$ cat src/vsn_consts.svh
`ifndef VSN_CONSTS_SVH
`define VSN_CONSTS_SVH
// ==========================================
// register map (word index on the plain port)
`define VSN_A_GAIN_MODE   6'h00
`define VSN_A_TUNE_MODE   6'h01
`define VSN_A_FUNC_SEL    6'h02
`define VSN_A_MODEL_GAIN  6'h03
`define VSN_A_NOTCH       6'h04
`define VSN_A_GSW_SEL     6'h05
`define VSN_A_GSW_THR     6'h06
`define VSN_A_STATUS      6'h07
`define VSN_A_NOTCH_ACT   6'h08
`define VSN_A_BANK_BASE   6'h10
`define VSN_A_BANK_LAST   6'h1F
// ==========================================
// field values
`define VSN_GM_AUTO2      4'h2
`define VSN_GM_MANUAL     4'h3
`define VSN_GM_TWO_GAIN2  4'h4
`define VSN_FSEL_VSC2     4'h1
`define VSN_NOTCH_LAST    7'h5F
`define VSN_NOTCH_OFF     7'h00
`define VSN_DEPTH_FULL    3'h4
// ==========================================
// frequency limits, 0.1 Hz units
`define VSN_TUNE_MIN      16'h000A
`define VSN_TUNE_MAX      16'h03E8
// 0.9/(2*pi) in 0.1 Hz per gain unit, q10
`define VSN_C1_MUL        12'h5BB
`define VSN_C1_SHIFT      10
`define VSN_C2_OFFS       16'h0032
`define VSN_RATIO_LO      5'h0B
`define VSN_RATIO_LO_DIV  5'h0A
`define VSN_RATIO_HI_DIV  5'h02
// ==========================================
// timing
`define VSN_CLK_HZ        25000000
`define VSN_NOTCH_DLY_MS  150
`define VSN_NOTCH_DLY_CYC (`VSN_NOTCH_DLY_MS * (`VSN_CLK_HZ / 1000))
`define VSN_POS_OPS       10
// ==========================================
// notch stage, 20 kHz command rate: 2*pi*f/fs q16 per 0.1 Hz, q8
`define VSN_SVF_K         10'h20F
`define VSN_SVF_KSH       8
`define VSN_SVF_FSH       16
`define VSN_DEPTH_SH      2
`define VSN_FIFO_DEPTH    8
`endif

$ cat src/vsn_pkg.sv
package vsn_pkg;
   // ==========================================
   // tuning mode digit
   typedef enum logic [3:0] {
      VSN_TM_OFF    = 4'h0,
      VSN_TM_AUTO   = 4'h1,
      VSN_TM_MANUAL = 4'h2
   } vsn_tune_e;
   // gain switching condition
   typedef enum logic [3:0] {
      VSN_GS_NONE  = 4'h0,
      VSN_GS_INPUT = 4'h1,
      VSN_GS_CMDF  = 4'h2,
      VSN_GS_DROOP = 4'h3,
      VSN_GS_SPEED = 4'h4
   } vsn_gsw_e;
   typedef struct packed {
      logic [15:0] vib_freq;
      logic [15:0] res_freq;
      logic [15:0] vib_damp;
      logic [15:0] res_damp;
   } vsn_vsc_s;
   typedef struct packed {
      logic [1:0]  depth;
      logic [6:0]  code;
   } vsn_notch_s;
endpackage : vsn_pkg

$ cat src/vsn_ctrl.sv
`timescale 1ns/1ps
`include "vsn_consts.svh"

module vsn_fifo #(
   parameter int W = 16,
   parameter int D = 8
) (
   input  wire logic         clk_i,
   input  wire logic         rst_i,
   input  wire logic         in_valid_i,
   output logic              in_ready_o,
   input  wire logic [W-1:0] in_data_i,
   output logic              out_valid_o,
   input  wire logic         out_ready_i,
   output logic [W-1:0]      out_data_o
);
   localparam int AW = $clog2(D);
   logic [W-1:0]  mem [0:D-1];
   logic [AW-1:0] wp_ff;
   logic [AW-1:0] rp_ff;
   logic [AW:0]   cnt_ff;
   logic          push;
   logic          pop;

   assign in_ready_o  = (cnt_ff != (AW+1)'(D));
   assign out_valid_o = (cnt_ff != '0);
   assign out_data_o  = mem[rp_ff];
   assign push        = in_valid_i & in_ready_o;
   assign pop         = out_valid_o & out_ready_i;

   always_ff @(posedge clk_i) begin
      if (push) begin
         mem[wp_ff] <= in_data_i;
      end
   end

   always_ff @(posedge clk_i) begin
      if (rst_i) begin
         wp_ff  <= '0;
         rp_ff  <= '0;
         cnt_ff <= '0;
      end else begin
         if (push) begin
            wp_ff <= (wp_ff == AW'(D - 1)) ? '0 : wp_ff + 1'b1;
         end
         if (pop) begin
            rp_ff <= (rp_ff == AW'(D - 1)) ? '0 : rp_ff + 1'b1;
         end
         cnt_ff <= cnt_ff + (AW+1)'(push) - (AW+1)'(pop);
      end
   end
endmodule : vsn_fifo

module vsn_ctrl #(
   parameter int NOTCH_DLY_CYC = `VSN_NOTCH_DLY_CYC,
   parameter int POS_OPS       = `VSN_POS_OPS
) (
   // clock and reset
   input  wire logic            REF_CLK_I,
   input  wire logic            SYS_RST_I,
   // register port
   input  wire logic [5:0]      REG_ADDR_I,
   input  wire logic [15:0]     REG_WDATA_I,
   input  wire logic            REG_WR_I,
   input  wire logic            REG_RD_I,
   output logic [15:0]          REG_RDATA_O,
   // motor loop state
   input  wire logic            MOTOR_STOP_I,
   input  wire logic            POS_DONE_I,
   input  wire logic            GAIN_SW_IN_I,
   input  wire logic [15:0]     CMD_FREQ_I,
   input  wire logic [15:0]     DROOP_I,
   input  wire logic [15:0]     SPEED_I,
   // vibration estimator
   input  wire logic            EST_VALID_I,
   input  wire logic            EST_CTRL_I,
   input  wire vsn_pkg::vsn_vsc_s EST_I,
   // position command in
   input  wire logic            CMD_VALID_I,
   output logic                 CMD_READY_O,
   input  wire logic [15:0]     CMD_DATA_I,
   // position command out
   output logic                 POS_VALID_O,
   input  wire logic            POS_READY_I,
   output logic [15:0]          POS_DATA_O,
   // active suppression settings
   output vsn_pkg::vsn_vsc_s    VSC1_O,
   output vsn_pkg::vsn_vsc_s    VSC2_O,
   output logic                 VSC1_EN_O,
   output logic                 VSC2_EN_O,
   output logic                 GAIN_SW_O
);
   localparam logic [15:0] NOTCH_TBL [0:95] = '{
      16'h0000, 16'h57E4, 16'h2BF2, 16'h1D4C, 16'h15F4, 16'h1194,
      16'h0EA6, 16'h0C8A, 16'h0AFA, 16'h09C4, 16'h08CA, 16'h07F8,
      16'h074E, 16'h06C2, 16'h0640, 16'h05DC, 16'h0578, 16'h0528,
      16'h04E2, 16'h049C, 16'h0460, 16'h042E, 16'h03FC, 16'h03CA,
      16'h03A2, 16'h0384, 16'h035C, 16'h033E, 16'h0320, 16'h0302,
      16'h02EE, 16'h02D0, 16'h02BC, 16'h0294, 16'h026C, 16'h024E,
      16'h0230, 16'h0212, 16'h01FE, 16'h01E0, 16'h01CC, 16'h01C2,
      16'h01AE, 16'h019A, 16'h0190, 16'h017C, 16'h0172, 16'h0168,
      16'h0160, 16'h014B, 16'h0139, 16'h0128, 16'h0119, 16'h010C,
      16'h0100, 16'h00F5, 16'h00EA, 16'h00E1, 16'h00D8, 16'h00D0,
      16'h00C9, 16'h00C2, 16'h00BC, 16'h00B6, 16'h00B0, 16'h00A5,
      16'h009C, 16'h0094, 16'h008D, 16'h0086, 16'h0080, 16'h007A,
      16'h0075, 16'h0071, 16'h006C, 16'h0068, 16'h0064, 16'h0061,
      16'h005E, 16'h005B, 16'h0058, 16'h0053, 16'h004E, 16'h004A,
      16'h0046, 16'h0043, 16'h0040, 16'h003D, 16'h003B, 16'h0038,
      16'h0036, 16'h0034, 16'h0032, 16'h0031, 16'h002F, 16'h002D
   };

   // ==========================================
   // parameter registers
   logic [3:0]          gain_adjust_mode_param_ff;
   logic [7:0]          vsc_tuning_mode_param_ff;
   logic [3:0]          function_select_param_ff;
   logic [15:0]         model_loop_gain_param_ff;
   vsn_pkg::vsn_notch_s cmd_notch_setting_ff;
   vsn_pkg::vsn_notch_s notch_act_ff;
   logic [3:0]          gain_switch_selection_ff;
   logic [15:0]         gain_switch_threshold_ff;
   // two banks of eight words: before and after gain switching
   logic [15:0]         bank_ff [0:15];
   logic [15:0]         rdata_ff;
   logic [7:0]          ops_ff;
   logic [21:0]         stop_cnt_ff;
   logic                gsw_ff;
   logic                wr_hit;
   logic                vsc_ok;
   logic                tune1_auto;
   logic                tune2_auto;
   logic                est_ok;
   logic                ops_done;
   logic                fs_ok;

   assign wr_hit   = REG_WR_I;
   assign vsc_ok   = (gain_adjust_mode_param_ff == `VSN_GM_AUTO2)
                   | (gain_adjust_mode_param_ff == `VSN_GM_MANUAL)
                   | (gain_adjust_mode_param_ff == `VSN_GM_TWO_GAIN2);
   assign tune1_auto = vsc_tuning_mode_param_ff[3:0]
                       == vsn_pkg::VSN_TM_AUTO;
   assign tune2_auto = vsc_tuning_mode_param_ff[7:4]
                       == vsn_pkg::VSN_TM_AUTO;
   // estimates outside the band are dropped; user sets those by hand
   assign est_ok   = EST_VALID_I & vsc_ok
                   & (EST_I.vib_freq >= `VSN_TUNE_MIN)
                   & (EST_I.vib_freq <= `VSN_TUNE_MAX)
                   & (EST_I.res_freq >= `VSN_TUNE_MIN)
                   & (EST_I.res_freq <= `VSN_TUNE_MAX);
   assign ops_done = POS_DONE_I & (ops_ff == 8'(POS_OPS - 1));
   assign fs_ok    = function_select_param_ff == `VSN_FSEL_VSC2;

   // ==========================================
   // software registers
   always_ff @(posedge REF_CLK_I) begin
      if (SYS_RST_I) begin
         gain_adjust_mode_param_ff <= 4'h1;
         function_select_param_ff  <= 4'h0;
         model_loop_gain_param_ff  <= 16'h0000;
         cmd_notch_setting_ff      <= '0;
         gain_switch_selection_ff  <= 4'h0;
         gain_switch_threshold_ff  <= 16'h0000;
      end else if (wr_hit) begin
         case (REG_ADDR_I)
            `VSN_A_GAIN_MODE:
               gain_adjust_mode_param_ff <= REG_WDATA_I[3:0];
            `VSN_A_FUNC_SEL:
               function_select_param_ff <= REG_WDATA_I[3:0];
            `VSN_A_MODEL_GAIN: model_loop_gain_param_ff <= REG_WDATA_I;
            `VSN_A_NOTCH: cmd_notch_setting_ff <= REG_WDATA_I[8:0];
            `VSN_A_GSW_SEL:
               gain_switch_selection_ff <= REG_WDATA_I[3:0];
            `VSN_A_GSW_THR: gain_switch_threshold_ff <= REG_WDATA_I;
            default: ;
         endcase
      end
   end

   // tuning mode: hardware hand-over to manual wins over a write
   always_ff @(posedge REF_CLK_I) begin
      if (SYS_RST_I) begin
         vsc_tuning_mode_param_ff <= 8'h00;
      end else if (ops_done & (tune1_auto | tune2_auto)) begin
         if (tune1_auto) begin
            vsc_tuning_mode_param_ff[3:0] <= vsn_pkg::VSN_TM_MANUAL;
         end
         if (tune2_auto) begin
            vsc_tuning_mode_param_ff[7:4] <= vsn_pkg::VSN_TM_MANUAL;
         end
      end else if (wr_hit & (REG_ADDR_I == `VSN_A_TUNE_MODE)) begin
         vsc_tuning_mode_param_ff <= REG_WDATA_I[7:0];
      end
   end

   // positioning operations counted only while any control auto-tunes
   always_ff @(posedge REF_CLK_I) begin
      if (SYS_RST_I) begin
         ops_ff <= 8'h00;
      end else if (!(tune1_auto | tune2_auto) | ops_done) begin
         ops_ff <= 8'h00;
      end else if (POS_DONE_I) begin
         ops_ff <= ops_ff + 8'h01;
      end
   end

   // settings banks: words 0-3 control 1, 4-7 control 2
   always_ff @(posedge REF_CLK_I) begin
      if (SYS_RST_I) begin
         for (int i = 0; i < 16; i++) begin
            bank_ff[i] <= 16'h0000;
         end
      end else begin
         if (wr_hit & (REG_ADDR_I >= `VSN_A_BANK_BASE)
             & (REG_ADDR_I <= `VSN_A_BANK_LAST)) begin
            bank_ff[REG_ADDR_I[3:0]] <= REG_WDATA_I;
         end
         // estimates land in the before-switch bank
         if (est_ok & !EST_CTRL_I & tune1_auto) begin
            {bank_ff[0], bank_ff[1], bank_ff[2], bank_ff[3]} <= EST_I;
         end
         if (est_ok & EST_CTRL_I & tune2_auto) begin
            {bank_ff[4], bank_ff[5], bank_ff[6], bank_ff[7]} <= EST_I;
         end
      end
   end

   // ==========================================
   // gain switching
   logic gsw_nxt;
   always_comb begin
      gsw_nxt = 1'b0;
      case (vsn_pkg::vsn_gsw_e'(gain_switch_selection_ff))
         vsn_pkg::VSN_GS_INPUT: gsw_nxt = GAIN_SW_IN_I;
         vsn_pkg::VSN_GS_CMDF:
            gsw_nxt = CMD_FREQ_I >= gain_switch_threshold_ff;
         vsn_pkg::VSN_GS_DROOP:
            gsw_nxt = DROOP_I >= gain_switch_threshold_ff;
         vsn_pkg::VSN_GS_SPEED:
            gsw_nxt = SPEED_I >= gain_switch_threshold_ff;
         default: gsw_nxt = 1'b0;
      endcase
      if (gain_adjust_mode_param_ff != `VSN_GM_MANUAL) begin
         gsw_nxt = 1'b0;
      end
   end

   always_ff @(posedge REF_CLK_I) begin
      if (SYS_RST_I) begin
         gsw_ff <= 1'b0;
      end else begin
         gsw_ff <= gsw_nxt;
      end
   end

   // ==========================================
   // effectiveness of each control
   vsn_pkg::vsn_vsc_s act1;
   vsn_pkg::vsn_vsc_s act2;
   logic [27:0]       lim1;
   logic [16:0]       lim2;
   logic [20:0]       f1_x11;
   logic [20:0]       f2_x10;
   logic [20:0]       f2_x2;
   logic              eff1;
   logic              eff2;

   // gain switching picks the after-switch bank
   assign act1 = gsw_ff ? {bank_ff[8], bank_ff[9], bank_ff[10], bank_ff[11]}
                        : {bank_ff[0], bank_ff[1], bank_ff[2], bank_ff[3]};
   assign act2 = gsw_ff ? {bank_ff[12], bank_ff[13], bank_ff[14], bank_ff[15]}
                        : {bank_ff[4], bank_ff[5], bank_ff[6], bank_ff[7]};
   assign lim1 = (28'(model_loop_gain_param_ff) * 28'(`VSN_C1_MUL))
                 >> `VSN_C1_SHIFT;
   assign lim2 = 17'(model_loop_gain_param_ff) + 17'(`VSN_C2_OFFS);
   assign f1_x11 = 21'(act1.vib_freq) * 21'(`VSN_RATIO_LO);
   assign f2_x10 = 21'(act2.vib_freq) * 21'(`VSN_RATIO_LO_DIV);
   assign f2_x2  = 21'(act2.vib_freq) * 21'(`VSN_RATIO_HI_DIV);
   assign eff1 = vsc_ok
               & (vsc_tuning_mode_param_ff[3:0] != vsn_pkg::VSN_TM_OFF)
               & (28'(act1.vib_freq) >= lim1)
               & (28'(act1.res_freq) >= lim1);
   // ratio 1.1 < f2/f1 < 5.5 kept as 10*f2 > 11*f1 and 2*f2 < 11*f1
   assign eff2 = vsc_ok & fs_ok
               & (vsc_tuning_mode_param_ff[7:4] != vsn_pkg::VSN_TM_OFF)
               & (17'(act2.vib_freq) >= lim2)
               & (17'(act2.res_freq) >= lim2)
               & (f2_x10 > f1_x11) & (f2_x2 < f1_x11);

   always_ff @(posedge REF_CLK_I) begin
      if (SYS_RST_I) begin
         VSC1_O    <= '0;
         VSC2_O    <= '0;
         VSC1_EN_O <= 1'b0;
         VSC2_EN_O <= 1'b0;
      end else begin
         VSC1_O    <= act1;
         VSC2_O    <= act2;
         VSC1_EN_O <= eff1;
         VSC2_EN_O <= eff2;
      end
   end

   assign GAIN_SW_O = gsw_ff;

   // ==========================================
   // notch setting applied only after a settled stop
   // a write while stopped restarts the wait, so no mid-move step
   always_ff @(posedge REF_CLK_I) begin
      if (SYS_RST_I) begin
         stop_cnt_ff  <= '0;
         notch_act_ff <= '0;
      end else if (!MOTOR_STOP_I
                   | (wr_hit & (REG_ADDR_I == `VSN_A_NOTCH))) begin
         stop_cnt_ff <= '0;
      end else if (stop_cnt_ff == 22'(NOTCH_DLY_CYC - 1)) begin
         notch_act_ff <= cmd_notch_setting_ff;
      end else begin
         stop_cnt_ff <= stop_cnt_ff + 22'h1;
      end
   end

   // ==========================================
   // command path: fifo then state-variable notch
   logic               fifo_valid;
   logic [15:0]        fifo_data;
   logic               take;
   logic               notch_on;
   logic [15:0]        fc;
   logic [17:0]        fk;
   logic signed [23:0] lp_ff;
   logic signed [23:0] bp_ff;
   logic signed [23:0] x;
   logic signed [23:0] hp;
   logic signed [41:0] dbp;
   logic signed [41:0] dlp;
   logic signed [23:0] y;
   logic signed [23:0] y_sat;

   vsn_fifo #(
      .W (16),
      .D (`VSN_FIFO_DEPTH)
   ) u_fifo (
      .clk_i       (REF_CLK_I),
      .rst_i       (SYS_RST_I),
      .in_valid_i  (CMD_VALID_I),
      .in_ready_o  (CMD_READY_O),
      .in_data_i   (CMD_DATA_I),
      .out_valid_o (fifo_valid),
      .out_ready_i (take),
      .out_data_o  (fifo_data)
   );

   assign take = fifo_valid & (!POS_VALID_O | POS_READY_I);
   // codes past the table are treated as off
   assign notch_on = (notch_act_ff.code != `VSN_NOTCH_OFF)
                   & (notch_act_ff.code <= `VSN_NOTCH_LAST);
   assign fc  = notch_on ? NOTCH_TBL[notch_act_ff.code] : 16'h0000;
   assign fk  = 18'((28'(fc) * 28'(`VSN_SVF_K)) >> `VSN_SVF_KSH);
   assign x   = 24'(signed'(fifo_data));
   assign hp  = x - lp_ff - bp_ff;
   assign dbp = ($signed({24'h00_0000, fk}) * 42'(hp)) >>> `VSN_SVF_FSH;
   assign dlp = ($signed({24'h00_0000, fk}) * 42'(bp_ff)) >>> `VSN_SVF_FSH;
   // depth 0 is the deepest cut, 3 the shallowest
   assign y   = x - ((bp_ff * $signed(24'(`VSN_DEPTH_FULL
                     - {1'b0, notch_act_ff.depth})))
                     >>> `VSN_DEPTH_SH);
   assign y_sat = (y > 24'sh00_7FFF) ? 24'sh00_7FFF
                : (y < -24'sh00_8000) ? -24'sh00_8000 : y;

   always_ff @(posedge REF_CLK_I) begin
      if (SYS_RST_I | !notch_on) begin
         lp_ff <= '0;
         bp_ff <= '0;
      end else if (take) begin
         bp_ff <= bp_ff + 24'(dbp);
         lp_ff <= lp_ff + 24'(dlp);
      end
   end

   always_ff @(posedge REF_CLK_I) begin
      if (SYS_RST_I) begin
         POS_VALID_O <= 1'b0;
         POS_DATA_O  <= 16'h0000;
      end else if (take) begin
         POS_VALID_O <= 1'b1;
         POS_DATA_O  <= notch_on ? y_sat[15:0] : fifo_data;
      end else if (POS_READY_I) begin
         POS_VALID_O <= 1'b0;
      end
   end

   // ==========================================
   // read port, data in the cycle after the strobe
   logic [15:0] rd_nxt;
   always_comb begin
      rd_nxt = 16'h0000;
      case (REG_ADDR_I)
         `VSN_A_GAIN_MODE: rd_nxt = {12'h000, gain_adjust_mode_param_ff};
         `VSN_A_TUNE_MODE: rd_nxt = {8'h00, vsc_tuning_mode_param_ff};
         `VSN_A_FUNC_SEL:  rd_nxt = {12'h000, function_select_param_ff};
         `VSN_A_MODEL_GAIN: rd_nxt = model_loop_gain_param_ff;
         `VSN_A_NOTCH:     rd_nxt = {7'h00, cmd_notch_setting_ff};
         `VSN_A_GSW_SEL:   rd_nxt = {12'h000, gain_switch_selection_ff};
         `VSN_A_GSW_THR:   rd_nxt = gain_switch_threshold_ff;
         `VSN_A_STATUS:    rd_nxt = {ops_ff, 2'b00,
                                     notch_act_ff != cmd_notch_setting_ff,
                                     notch_on, gsw_ff, VSC2_EN_O,
                                     VSC1_EN_O, vsc_ok};
         `VSN_A_NOTCH_ACT: rd_nxt = {7'h00, notch_act_ff};
         default: begin
            if (REG_ADDR_I >= `VSN_A_BANK_BASE) begin
               if (REG_ADDR_I <= `VSN_A_BANK_LAST) begin
                  rd_nxt = bank_ff[REG_ADDR_I[3:0]];
               end
            end
         end
      endcase
   end

   always_ff @(posedge REF_CLK_I) begin
      if (SYS_RST_I) begin
         rdata_ff <= 16'h0000;
      end else if (REG_RD_I) begin
         rdata_ff <= rd_nxt;
      end else begin
         rdata_ff <= 16'h0000;
      end
   end

   assign REG_RDATA_O = rdata_ff;
endmodule : vsn_ctrl

$ cat config.mk
export PLATFORM = sky130hd
export DESIGN_NAME = vsn_ctrl
export DESIGN_NICKNAME = d
export VERILOG_FILES = /design/src/vsn_pkg.sv /design/src/vsn_ctrl.sv
export VERILOG_INCLUDE_DIRS = /design/src
export SDC_FILE = /design/constraint.sdc
export NUM_CORES = 2
export LEC_CHECK = 0
export ABC_AREA = 0
export ABC_CLOCK_PERIOD_IN_PS = 23700
export BUFFER_PORTS_ARGS = -buffer_cell sky130_fd_sc_hd__buf_2
export CORE_MARGIN = 4
export CORE_UTILIZATION = 30
export DETAILED_ROUTE_END_ITERATION = 8
export GPL_ROUTABILITY_DRIVEN = 0
export PLACE_DENSITY = 0.41
export SETUP_SLACK_MARGIN = 0.05
export SLEW_MARGIN = 20
export SYNTH_ARGS = -nofsm -noshare
export SYNTH_HDL_FRONTEND = slang
export SYNTH_SLANG_ARGS = --single-unit
$ cat constraint.sdc
create_clock -name REF_CLK_I -period 23.7 [get_ports REF_CLK_I]
set_clock_uncertainty 0.1 [all_clocks]
set_input_delay 2.37 -clock REF_CLK_I [delete_from_list [all_inputs] [get_ports REF_CLK_I]]
set_output_delay 2.37 -clock REF_CLK_I [all_outputs]
set_load 0.03 [all_outputs]
==> flow_metrics.tcl <==
set metrics [dict create \
    cp-start-kind "flop" \
    maxCapViolations 0 \
    vias 60200 \
    grt_setup_unrepaired "no" \
    die_w_um 512 \
    crit_family "compound AO/OA/AOI/OAI gates" \
    r2r_setup_slack_ns 6.27 \
    post_cts_buffers 0 \
    relSlewSlack_pct 13.3 \
    drt_iter0_markers 4275 \
    fin_tns_setup_ns 0 \
    seq_area_mm2 0.0155 \
    grt_remaining_overflow 0 \
    core_mm2 0.252 \
    powerDensity_mw_per_mm2 51.7 \
    multiInputGateArea_mm2 0.0544 \
    syn_inst 8493 \
    worstSetupPathType "flop to flop" \
    arrival_ns 17.97 \
    synth_top_flop_cell "dfxtp_1" \
    ctsHoldBuffers 0 \
    syn_area_per_cell_um2 8.99 \
    cts_made_buffers 82 \
    hp-class "flop to flop" \
    wl_um 283000 \
    stdcell_area_mm2 0.0851 \
    pwr-share-seq_pct 29.4 \
    grt_first_pass_wirelength_um 419000 \
    clk_path_buf_depth 3 \
    grt_antenna_before_repair 32 \
    ys_seq_area_share_pct 20.3 \
    synth.distinct_cells 89 \
    intPower_uw 2550 \
    path_clk_slew_ns 0.08 \
    start_util_pct 30.3 \
    ctsResizeCount 0 \
    critPathMaxStageDelay_ns 0.92 \
    clkPwrFrac_pct 31.8 \
    hpwl_um 219000 \
    via_per_inst 4.99 \
    power.leakage_uw 0.0396 \
    numPortBuffers 325 \
    vdd_drop_max_mv 0.0704 \
    drc 0 \
    crit_path_top_delay_cell "a2111oi_0" \
    dieArea_mm2 0.263 \
    finalCriticalPeriod_ns 17.43 \
    period_share_pct 73.5 \
    hold_viol_final 0 \
    required_ns 24.24 \
    endpoint_kind "flop" \
    synth_xor_area_share_pct 3.26 \
    syn-num-nets 10300 \
    grt_pass1_vias 61800 \
    critPathMaxFanout 28 \
    ctsRootBufferMaster "clkbuf_16" \
    placed_area_mm2 0.0821 \
    slew_viol_final 0 \
    critical_path_depth 60 \
    syn_area_mm2 0.0763 \
    layoutNonFillerInstCount 12100 \
    yosys_warnings 0 \
    drive_gt1_share_pct 10.3 \
    syn2layout_area_growth_pct 11.5 \
    row_count 184 \
    synth_top_family_by_area "adder cells" \
    setup_ws_ns 6.27 \
    switching_share_pct 42.0 \
    drt-pass1-iter-count 8 \
    synth-edff-count 128 \
    synth_adder_area_share_pct 36.5 \
    ys_ff_latch 709 \
    fin_nets 10500 \
    ys_async_sr_fraction_pct 0 \
    hold-path-cell-count 2 \
    fillers 26400 \
    wire_per_inst_um 23.5 \
    worstMarginPinSlew_ns 1.27 \
    grt_max_degree 151 \
    synth-simple-area-share_pct 13.9 \
    path_buf_inv 10 \
    pwr-share-comb_pct 38.7 \
    crit_top_cell "ha_1" \
    postRouteAntennaNets 0 \
    setup_viol 0 \
    placedCellCount 11900 \
    cts_max_level 3 \
    boundaryPins 326 \
    hold-worst-slack_ns 0.368 \
    r2r_cells 60 \
    netSwitchingPower_uw 1850 \
    run_status "finished, final reports clean" \
    max_freq_mhz 57.4 \
    die_h_um 512 \
    cts_tree "yes" \
    synth-compound-area-share_pct 9.94 \
    track_usage_pct 21.3 \
    clock_latency_ns 0.73 \
    place_ws_ns 6.36 \
    synth_mux_area_share_pct 7.15 \
    clock_sinks 709 \
]
path summary, 6_finish.rpt:
| kind | startpoint | end |
|---|---|---|
| max | notch_act_ff[4] | bp_ff[22] |
| min | bank_ff[85] | bank_ff[85] |
| max reg2reg | notch_act_ff[4] | bp_ff[22] |
| min reg2reg | bank_ff[85] | bank_ff[85] |
worst reg2reg max path: cells and delay by family, from the launching register on:
family,cells,cell delay [ns]
compound gates,24,6.53
xor+xnor,3,0.43
fa+ha+maj,14,5.21
buf+inv,10,2.26
flops,1,0.31
simple gates,9,2.53
through the flow:
stage	total power, µW	utilization [%]
after floorplan	2270	-
after detailed placement	3040	32.5
after global placement	3030	32.5
after CTS	4450	33.7
after global routing	4610	33.7
final	4400	33.7
state kept, by name (all words and copies together) (netlist names), 8 cells and up, named ones only:
register,cells
POS_DATA_O,16
REG_RDATA_O,16
VSC1_O,64
VSC2_O,64
bank_ff,256
bp_ff,24
cmd_notch_setting_ff,9
gain_switch_threshold_ff,16
lp_ff,24
model_loop_gain_param_ff,16
notch_act_ff,9
ops_ff,8
stop_cnt_ff,22
u_fifo.mem,128
vsc_tuning_mode_param_ff,8
kinds of logic after synthesis:
kind of cell | count (synthesis)
flops | 709
fa+ha+maj | 1662
mux | 396
buf+inv | 1823
xor+xnor | 284
compound gates | 1178
simple gates | 2441
layout make-up:
cell class | count | area share, %
diodes | 10 | 0.0294
clock buffers | 108 | 2.68
clock inverters | 46 | 0.749
inverters | 1421 | 6.27
multi-input cells | 5961 | 63.9
flip-flops and latches | 709 | 18.2
well taps | 3348 | 4.92
repair buffers | 469 | 3.21
cell usage after synthesis (8+ instances only):
library cell / number / area, µm²
edfxtp_1: 128 / 3840
or2_2: 14 / 87.6
o21ai_1: 10 / 50.1
nor3_1: 76 / 380
o31a_1: 8 / 70.1
a211o_1: 10 / 87.6
nor2_1: 640 / 2400
clkbuf_1: 356 / 1340
a21oi_1: 448 / 2240
nor2b_1: 94 / 588
mux2_2: 64 / 721
o21ai_0: 140 / 701
inv_1: 1414 / 5310
nand4_1: 40 / 250
mux2i_1: 218 / 2180
a31oi_1: 24 / 150
a211oi_2: 11 / 138
a21boi_0: 14 / 105
a222oi_1: 14 / 140
nand2b_1: 45 / 282
nor4_1: 17 / 106
o41ai_1: 11 / 96.3
nand2_2: 10 / 62.6
xnor2_1: 186 / 1630
buf_1: 37 / 139
nand3_1: 74 / 370
and3_1: 32 / 200
a22oi_1: 14 / 105
o21a_1: 57 / 428
nand2_1: 1176 / 4410
and2_1: 152 / 951
or3_1: 32 / 200
o22ai_1: 17 / 106
o211ai_1: 20 / 150
mux4_2: 113 / 2540
xor2_1: 98 / 858
a211oi_1: 156 / 1170
a21o_1: 115 / 863
dfxtp_1: 581 / 11600
o21bai_1: 18 / 135
a221oi_1: 12 / 105
ha_1: 723 / 9050
fa_1: 939 / 18800
power by group through the flow:
stage,clock [µW],sequential (µW),combinational [µW]
floorplan,0,1330,939
global placement,0,1320,1710
detailed placement,0,1320,1720
CTS,1440,1290,1720
global route,1480,1300,1830
finish,1400,1290,1700
placed cells by master, fill, tap and decap left out, types with 64 or more instances in the layout:
| master | instances |
|---|---|
| inv_1 | 1414 |
| nand2_1 | 1174 |
| fa_1 | 939 |
| ha_1 | 723 |
| nor2_1 | 628 |
| dfxtp_1 | 579 |
| a21oi_1 | 448 |
| buf_2 | 322 |
| mux2i_1 | 218 |
| xnor2_1 | 166 |
| a211oi_1 | 155 |
| and2_1 | 151 |
| buf_4 | 145 |
| o21ai_0 | 140 |
| edfxtp_1 | 128 |
| a21o_1 | 115 |
| mux4_2 | 113 |
| nor2b_1 | 92 |
| xor2_1 | 88 |
| clkbuf_16 | 82 |
| nor3_1 | 72 |
| nand3_1 | 72 |
| mux2_2 | 64 |
layer usage:
| layer | track usage [%] | wire length, µm | vias to the layer above |
|---|---|---|---|
| met1 | 29.1 | 126000 | 30400 |
| li1 | - | - | 27700 |
| met3 | 2.59 | 14500 | 327 |
| met4 | 6.86 | 10500 | 6 |
| met2 | 35.1 | 132000 | 1759 |
| met5 | 0 | 36 | - |
Power figures use the tool's default switching activity.
